===== src/logic/ptit_pkg.sv =====
// Package for the periodic tick interrupt timer.
// Holds register offsets, field layouts, reset values and the tap table.
// Assumes a 32-bit APB register bus and a prescaler count on the system clock.
package ptit_pkg;

    // ----------------------------------------------------------------
    // register map (byte addresses)
    // ----------------------------------------------------------------
    localparam logic [11:0] PTIT_OFS_CONTROL = 12'h000;
    localparam logic [11:0] PTIT_OFS_STATUS = 12'h004;
    localparam logic [11:0] PTIT_OFS_CLEAR = 12'h008;
    localparam logic [11:0] PTIT_OFS_IRQ_ENABLE = 12'h00C;
    localparam int PTIT_ADDR_W = 12;

    // ----------------------------------------------------------------
    // control register fields
    // ----------------------------------------------------------------
    localparam int PTIT_CTRL_W = 8;
    localparam int PTIT_RATE_LSB = 0;
    localparam int PTIT_RATE_W = 3;
    localparam int PTIT_ENABLE_BIT = 3;
    localparam logic [7:0] PTIT_CTRL_RESET = 8'h00;

    // ----------------------------------------------------------------
    // event / status fields
    // ----------------------------------------------------------------
    localparam int PTIT_EVT_W = 2;
    localparam int PTIT_EVT_TICK = 0;
    localparam int PTIT_EVT_OVERRUN = 1;
    localparam logic [1:0] PTIT_EVT_RESET = 2'h0;

    // ----------------------------------------------------------------
    // prescaler taps
    // ----------------------------------------------------------------
    // divisor exponent per rate code with the clock gear low; gear high adds one
    localparam int PTIT_PRESCALER_W = 24;
    localparam logic [4:0] PTIT_EXP_TABLE [8] = '{
        5'h17, 5'h15, 5'h10, 5'h0E, 5'h0D, 5'h0C, 5'h0B, 5'h09
    };

    // ----------------------------------------------------------------
    // types
    // ----------------------------------------------------------------
    typedef struct packed {
        logic enable;
        logic [2:0] rate;
    } ptit_ctrl_t;

    typedef struct packed {
        logic overrun;
        logic tick;
    } ptit_evt_t;

endpackage


===== src/logic/ptit_timer.sv =====
// Periodic tick interrupt timer with its APB register slave.
// Assumes prescaler_count_in is a free-running up-counter clocked by
// clk_sys_in (the high frequency clock) that this block never clears.
//
// Overview of operation
// The block raises a tick interrupt request from a chosen prescaler stage as a time base.
// Once enabled, a tick is raised at the first falling edge of the chosen tap and every later one.
// Enabling never clears the shared prescaler, so the first tick may come early.
// Software changes the rate only while disabled, and not in the write that disables.
// A single write of a new rate together with the enable bit starts ticking at that rate.
// Codes 000 to 111 tap fc/2^23,2^21,2^16,2^14,2^13,2^12,2^11,2^9; gear high doubles each.
// Software always writes zero to bits 7 to 4 of the control register.
// Reset clears the control register to zero: disabled, rate code 000.
// The control register holds enable at bit 3 and the rate select in bits 2 to 0, read/write.
// With enable at zero no tick requests are raised, whatever the prescaler does.
//
// Implementation choices: the placing of the registers and the APB slave port.

`timescale 1ns/10ps

module ptit_timer
#(
    parameter int PRESCALER_W = ptit_pkg::PTIT_PRESCALER_W
)
(
    // clock and reset
    input wire logic clk_sys_in,
    input wire logic reset_in,
    // apb slave
    input wire logic psel_in,
    input wire logic penable_in,
    input wire logic pwrite_in,
    input wire logic [ptit_pkg::PTIT_ADDR_W-1:0] paddr_in,
    input wire logic [31:0] pwdata_in,
    input wire logic [3:0] pstrb_in,
    output logic [31:0] prdata_out,
    output logic pready_out,
    output logic pslverr_out,
    // prescaler and clock gear, both on clk_sys_in
    input wire logic [PRESCALER_W-1:0] prescaler_count_in,
    input wire logic clock_gear_divider_select_in,
    // interrupt side
    output logic tick_interrupt_request_out,
    output logic irq_out
);

    // ----------------------------------------------------------------
    // declarations
    // ----------------------------------------------------------------
    ptit_pkg::ptit_ctrl_t ctrl_q;
    ptit_pkg::ptit_ctrl_t ctrl_d;
    ptit_pkg::ptit_evt_t status_q;
    ptit_pkg::ptit_evt_t status_d;
    ptit_pkg::ptit_evt_t irq_en_q;
    ptit_pkg::ptit_evt_t irq_en_d;
    ptit_pkg::ptit_evt_t evt_set;
    ptit_pkg::ptit_evt_t evt_clr;
    logic [31:0] prdata_q;
    logic [31:0] prdata_d;
    logic pready_q;
    logic pready_d;
    logic pslverr_q;
    logic pslverr_d;
    logic tap_prev_q;
    logic tap_prev_d;
    logic armed_q;
    logic armed_d;
    logic tick_q;
    logic tick_d;
    logic irq_q;
    logic irq_d;
    logic setup_phase;
    logic wr_take;
    logic addr_hit;
    logic [4:0] tap_index;
    logic tap_now;
    logic tick_fire;
    logic [7:0] tap_by_code;

    // ----------------------------------------------------------------
    // apb decode
    // ----------------------------------------------------------------
    // zero wait state: pready rises in the first access cycle
    // a setup seen while ready still stands would answer one transfer twice
    assign setup_phase = psel_in && !penable_in && !pready_q;
    // writes land only in the answered access cycle, and an unmapped one never lands
    assign wr_take = psel_in && penable_in && pready_q && pwrite_in && !pslverr_q;

    always_comb
    begin
        case (paddr_in)
            ptit_pkg::PTIT_OFS_CONTROL,
            ptit_pkg::PTIT_OFS_STATUS,
            ptit_pkg::PTIT_OFS_CLEAR,
            ptit_pkg::PTIT_OFS_IRQ_ENABLE:
                addr_hit = 1'b1;
            default:
                addr_hit = 1'b0;
        endcase
    end

    always_comb
    begin
        pready_d = setup_phase;
        pslverr_d = setup_phase && !addr_hit;
        prdata_d = prdata_q;
        if (setup_phase)
        begin
            prdata_d = 32'h0000_0000;
            if (!pwrite_in)
            begin
                case (paddr_in)
                    ptit_pkg::PTIT_OFS_CONTROL:
                    begin
                        prdata_d[ptit_pkg::PTIT_ENABLE_BIT] = ctrl_q.enable;
                        prdata_d[ptit_pkg::PTIT_RATE_LSB +: ptit_pkg::PTIT_RATE_W] = ctrl_q.rate;
                    end
                    ptit_pkg::PTIT_OFS_STATUS:
                        prdata_d[ptit_pkg::PTIT_EVT_W-1:0] = status_q;
                    ptit_pkg::PTIT_OFS_IRQ_ENABLE:
                        prdata_d[ptit_pkg::PTIT_EVT_W-1:0] = irq_en_q;
                    default:
                        prdata_d = 32'h0000_0000;
                endcase
            end
        end
    end

    always_ff @(posedge clk_sys_in or posedge reset_in)
    begin
        if (reset_in)
        begin
            pready_q <= 1'b0;
            pslverr_q <= 1'b0;
            prdata_q <= 32'h0000_0000;
        end
        else
        begin
            pready_q <= pready_d;
            pslverr_q <= pslverr_d;
            prdata_q <= prdata_d;
        end
    end

    // ----------------------------------------------------------------
    // control, clear and enable registers
    // ----------------------------------------------------------------
    // upper control bits are not stored; software is expected to write zeros there
    always_comb
    begin
        ctrl_d = ctrl_q;
        irq_en_d = irq_en_q;
        evt_clr = ptit_pkg::PTIT_EVT_RESET;
        if (wr_take && pstrb_in[0])
        begin
            case (paddr_in)
                ptit_pkg::PTIT_OFS_CONTROL:
                begin
                    ctrl_d.enable = pwdata_in[ptit_pkg::PTIT_ENABLE_BIT];
                    // rate and enable land together, so a combined write starts at the new rate
                    ctrl_d.rate = pwdata_in[ptit_pkg::PTIT_RATE_LSB +: ptit_pkg::PTIT_RATE_W];
                end
                ptit_pkg::PTIT_OFS_CLEAR:
                    evt_clr = pwdata_in[ptit_pkg::PTIT_EVT_W-1:0];
                ptit_pkg::PTIT_OFS_IRQ_ENABLE:
                    irq_en_d = pwdata_in[ptit_pkg::PTIT_EVT_W-1:0];
                // status writes and unmapped offsets change nothing
                default:
                    ctrl_d = ctrl_q;
            endcase
        end
    end

    always_ff @(posedge clk_sys_in or posedge reset_in)
    begin
        if (reset_in)
        begin
            ctrl_q <= ptit_pkg::PTIT_CTRL_RESET[3:0];
            irq_en_q <= ptit_pkg::PTIT_EVT_RESET;
        end
        else
        begin
            ctrl_q <= ctrl_d;
            irq_en_q <= irq_en_d;
        end
    end

    // ----------------------------------------------------------------
    // tap selection and tick detection
    // ----------------------------------------------------------------
    // counter bit k has period 2^(k+1), so divisor 2^n sits on bit n-1
    // each rate code is wired to its two fixed stages through a gear mux; the final pick is a mux on the rate
    generate
        for (genvar k = 0; k < 8; k++)
        begin : g_tap
            localparam int STAGE_LOW = int'(ptit_pkg::PTIT_EXP_TABLE[k]) - 1;
            localparam int STAGE_HIGH = STAGE_LOW + 1;
            logic tap_gear_low;
            logic tap_gear_high;
            // a stage past the counter width never toggles, so it reads low
            if (STAGE_LOW < PRESCALER_W)
            begin : g_low
                assign tap_gear_low = prescaler_count_in[STAGE_LOW];
            end
            else
            begin : g_low_off
                assign tap_gear_low = 1'b0;
            end
            if (STAGE_HIGH < PRESCALER_W)
            begin : g_high
                assign tap_gear_high = prescaler_count_in[STAGE_HIGH];
            end
            else
            begin : g_high_off
                assign tap_gear_high = 1'b0;
            end
            // gear high moves the tap one stage up, doubling the divisor
            assign tap_by_code[k] = clock_gear_divider_select_in
                                    ? tap_gear_high : tap_gear_low;
        end
    endgenerate

    always_comb
    begin
        // the rate field only steers the final pick among the eight candidates
        tap_index = {2'h0, ctrl_q.rate};
        tap_now = tap_by_code[tap_index[2:0]];
    end

    // a rate change while running is not blocked, so it may show one false fall
    // the prescaler is only observed, never cleared, so the first period may be short
    assign tick_fire = ctrl_q.enable && armed_q && tap_prev_q && !tap_now;

    always_comb
    begin
        tap_prev_d = tap_now;
        // arming one cycle after enable hides a false edge from a rate change in the same write
        armed_d = ctrl_q.enable;
        tick_d = tick_fire;
    end

    always_ff @(posedge clk_sys_in or posedge reset_in)
    begin
        if (reset_in)
        begin
            tap_prev_q <= 1'b0;
            armed_q <= 1'b0;
            tick_q <= 1'b0;
        end
        else
        begin
            tap_prev_q <= tap_prev_d;
            armed_q <= armed_d;
            tick_q <= tick_d;
        end
    end

    // ----------------------------------------------------------------
    // interrupt status
    // ----------------------------------------------------------------
    assign evt_set.tick = tick_fire;
    // a tick while the previous one is still pending is flagged, not lost silently
    assign evt_set.overrun = tick_fire && status_q.tick && !evt_clr.tick;

    generate
        for (genvar i = 0; i < ptit_pkg::PTIT_EVT_W; i++)
        begin : g_status
            // set wins over a clear in the same cycle; one continuous driver per bit
            assign status_d[i] = evt_set[i] || (status_q[i] && !evt_clr[i]);
        end
    endgenerate

    always_comb
    begin
        // built from the next status so irq rises with the status bit, not a cycle later
        irq_d = |(status_d & irq_en_d);
    end

    always_ff @(posedge clk_sys_in or posedge reset_in)
    begin
        if (reset_in)
        begin
            status_q <= ptit_pkg::PTIT_EVT_RESET;
            irq_q <= 1'b0;
        end
        else
        begin
            status_q <= status_d;
            irq_q <= irq_d;
        end
    end

    // ----------------------------------------------------------------
    // outputs
    // ----------------------------------------------------------------
    // every output is a register; nothing reaches a pin straight from the bus
    assign prdata_out = prdata_q;
    assign pready_out = pready_q;
    assign pslverr_out = pslverr_q;
    assign tick_interrupt_request_out = tick_q;
    assign irq_out = irq_q;

endmodule


===== config.mk =====
export PLATFORM = sky130hd
export DESIGN_NAME = ptit_timer
export DESIGN_NICKNAME = d
export VERILOG_FILES = /design/src/logic/ptit_pkg.sv /design/src/logic/ptit_timer.sv
export SDC_FILE = /design/constraint.sdc
export NUM_CORES = 1
export LEC_CHECK = 0
export BUFFER_PORTS_ARGS = -buffer_cell sky130_fd_sc_hd__buf_4
export CAP_MARGIN = 25
export CORE_ASPECT_RATIO = 2
export CORE_MARGIN = 2
export CORE_UTILIZATION = 36
export DETAILED_ROUTE_END_ITERATION = 16
export PLACE_DENSITY_LB_ADDON = 0.3
export SKIP_CTS_REPAIR_TIMING = 1
export SYNTH_ARGS = -nofsm -noshare
export SYNTH_HDL_FRONTEND = slang
export SYNTH_SLANG_ARGS = --single-unit

===== constraint.sdc =====
create_clock -name clk_sys_in -period 2.21 [get_ports clk_sys_in]
set_clock_uncertainty 0.15 [all_clocks]
set_input_delay 0.3315 -clock clk_sys_in [delete_from_list [all_inputs] [get_ports clk_sys_in]]
set_output_delay 0.3315 -clock clk_sys_in [all_outputs]
set_load 0.02 [all_outputs]

==> run metrics <==
status=finished clean; Synth area leader=dfrtp_1; violation count after the first detailed-route iteration=26; routability cong.=roughly 0.8; overall power=0.7458 mW; clk sinks=18; RSZ-0062 raised after global routing=false; Global Route Usage Sum=between 10% and 20%; Via density=4.743; Worst setup SP type=input port; Post-Syn Area=around 1100 um2; leakage=around 0.80 nW; FP Rows=29; initial antenna violation count=0; post-synth cell types=28; final setup fails=0; vias in the first global route=~940; Initial Util=between 30% and 40%; number of max-cap violations=0; Clk pin slew, worst setup/hold paths=70 ps; period utilization=between 90% and 100%; Worst-Margin Slew=between 600 and 700 ps; Post-synth top cells=buf_4 (28), dfrtp_1 (18), inv_1 (12); IO Port Bufs=between 40 and 50; hold crit path type=input port to async pin; cell with the most instances after synthesis=buf_4; IO Count=between 100 and 150; Max clock buf depth=2; vias after detailed routing=between 900 and 1000; iteration count of the initial detailed-routing pass=4; H-tree depth=1; Core Box Area=approximately 3100 um2; dpl hpwl=just over 2000 um; Critical Path RT=2240 ps; Post-DP Area=roughly 1400 um2; sequential element share of the synthesized area=39.17%; final WL=around 2400 um; die area=roughly 3700 um2; Max VDD drop=roughly 0.51 mV; Hold Vio Cnt, Final=0; fmax=roughly 500 MHz; WL/cell=12.65 um; drc violations=0; yosys warns=0; post-route ant nets=0; Worst EP arrival=a little over 2000 ps; later-pin clock latency in the skew report=260 ps; Primary FF master, synth=dfrtp_1; CTS tree=yes; Syn Area/Cell=10.09 um2; EDFF count, synth=0; largest net degree at the start of global routing=19; Area Growth Syn to Fin=27.31%; final max-slew violation count=0; share of cells above drive strength 1=38.13%; Yosys top cell area share=between 30 and 40%; NumNets Final=about 240; PD cells=509.4 nW/um2; Final Cell Area=1464 um2; Cells after Synth=between 100 and 150; top cells by area, synth=dfrtp_1 (39%), buf_4 (18%), mux2i_1 (7.8%); asr flop ratio synth=100.0%; Root Driver=clkbuf_8; Tmin final=roughly 2000 ps; Chip Height=between 80 and 90 um; Crit Path Category=input port to flip-flop; total gr overflow=0; Slew Limit Headroom=between 50% and 60%; post-synthesis register bit count=18; Num CTS Buffers=3; wire length of the first global-routing pass=3822 um; worst-path fanout max=4; Antenna Cells=0; die width=between 40 and 50 um; crit path capture type=flip-flop
-- cells by family after synthesis --
kind of cell           after synthesis  synth area share, %
flip-flops                          18                39.17
other                                1               0.3261
buffers and inverters               42                22.96
AO/OA/AOI/OAI                       11                6.094
AND/OR/NAND/NOR                     25                12.84
multiplexers                        17                18.61
-- layer usage --
layer	vias up	track usage, %	routed length [um]
li1	419	-	-
met3	11	3.247	217
met4	0	8.540	76
met5	-	0	0
met2	62	23.66	1348
met1	414	14.23	775
-- state kept, by name, summed over array words and instances (netlist names) --
register / count
pready_out: 1
tick_interrupt_request_out: 1
armed_q: 1
prdata_out: 4
status_q: 2
tap_prev_q: 1
ctrl_q: 3
irq_en_q: 2
armed_d: 1
pslverr_out: 1
irq_out: 1
-- path summary, 6_finish.rpt --
check | slack, ps | start | cells past startpoint | to
min | 30 | reset_in | 2 | prdata_out[2]
min reg2reg | 280 | armed_d | 0 | armed_q
max reg2reg | 360 | ctrl_q[0] | 4 | irq_out
min in group clk_sys_in | 150 | pwdata_in[3] | 2 | armed_d
max | 200 | paddr_in[7] | 7 | prdata_out[3]
max in group asynchronous | 1440 | reset_in | 2 | prdata_out[1]
-- layout by cell type (no fill, tap or decap) --
master    netlist  routed
clkbuf_8        0       4
dfrtp_1        18      18
o21ai_1         2       2
mux4_2          3       3
conb_1          1      28
a31oi_1         1       1
buf_4          28      45
inv_1          12      12
or3_1           1       1
or4_1           1       1
nand4b_1        1       1
and2_0          1       1
a41oi_1         2       2
nor4_1          1       1
and3_2          1       1
o22ai_1         1       1
a21oi_1         3       3
nand2b_2        1       1
nor2_1          5       5
and3_1          1       1
nor4_4          1       1
nand2_1         9       9
o31ai_1         2       2
nor3_1          1       1
or4_4           1       1
mux2i_1         9       9
mux2_2          5       5
-- worst max-delay path, cell delays in order --
cell,delay [ps]
buf_4,110
or4_4,530
nor4_4,320
buf_4,190
nand2b_2,70
or3_1,340
o21ai_1,150
-- layout make-up --
type	count	area [um2]
fill	311	1657
multi-input combinational	81	536.8
sequential	18	450.4
timing repair buffer	45	337.8
clock buffer	4	55.05
inverter	12	45.04
tap	31	38.79
-- power by group --
part	internal, mW	leakage (nW)	total, mW	switching (mW)
clock network	0.159	0.0288	0.270	0.112
logic	0.0589	0.533	0.141	0.0823
registers	0.333	0.237	0.334	0.00143
total	0.550	0.799	0.746	0.196
-- stage by stage --
stage | instances | utilization, % | hold WS [ps] | worst slack, ps | TNS [ps]
after floorplan | 141 | - | 120.1 | 136.9 | 0
after global placement | 187 | 45.15 | 252.6 | -62.84 | -360.1
after detailed placement | 187 | 45.15 | 271.8 | -76.04 | -396.7
after CTS | 191 | 46.91 | 48.96 | 186.5 | 0
after global routing | 191 | 46.91 | 84.81 | 99.49 | 0
final | 191 | 46.91 | 31.07 | 200.1 | 0
Note: power is estimated with default switching activity, not from simulation.
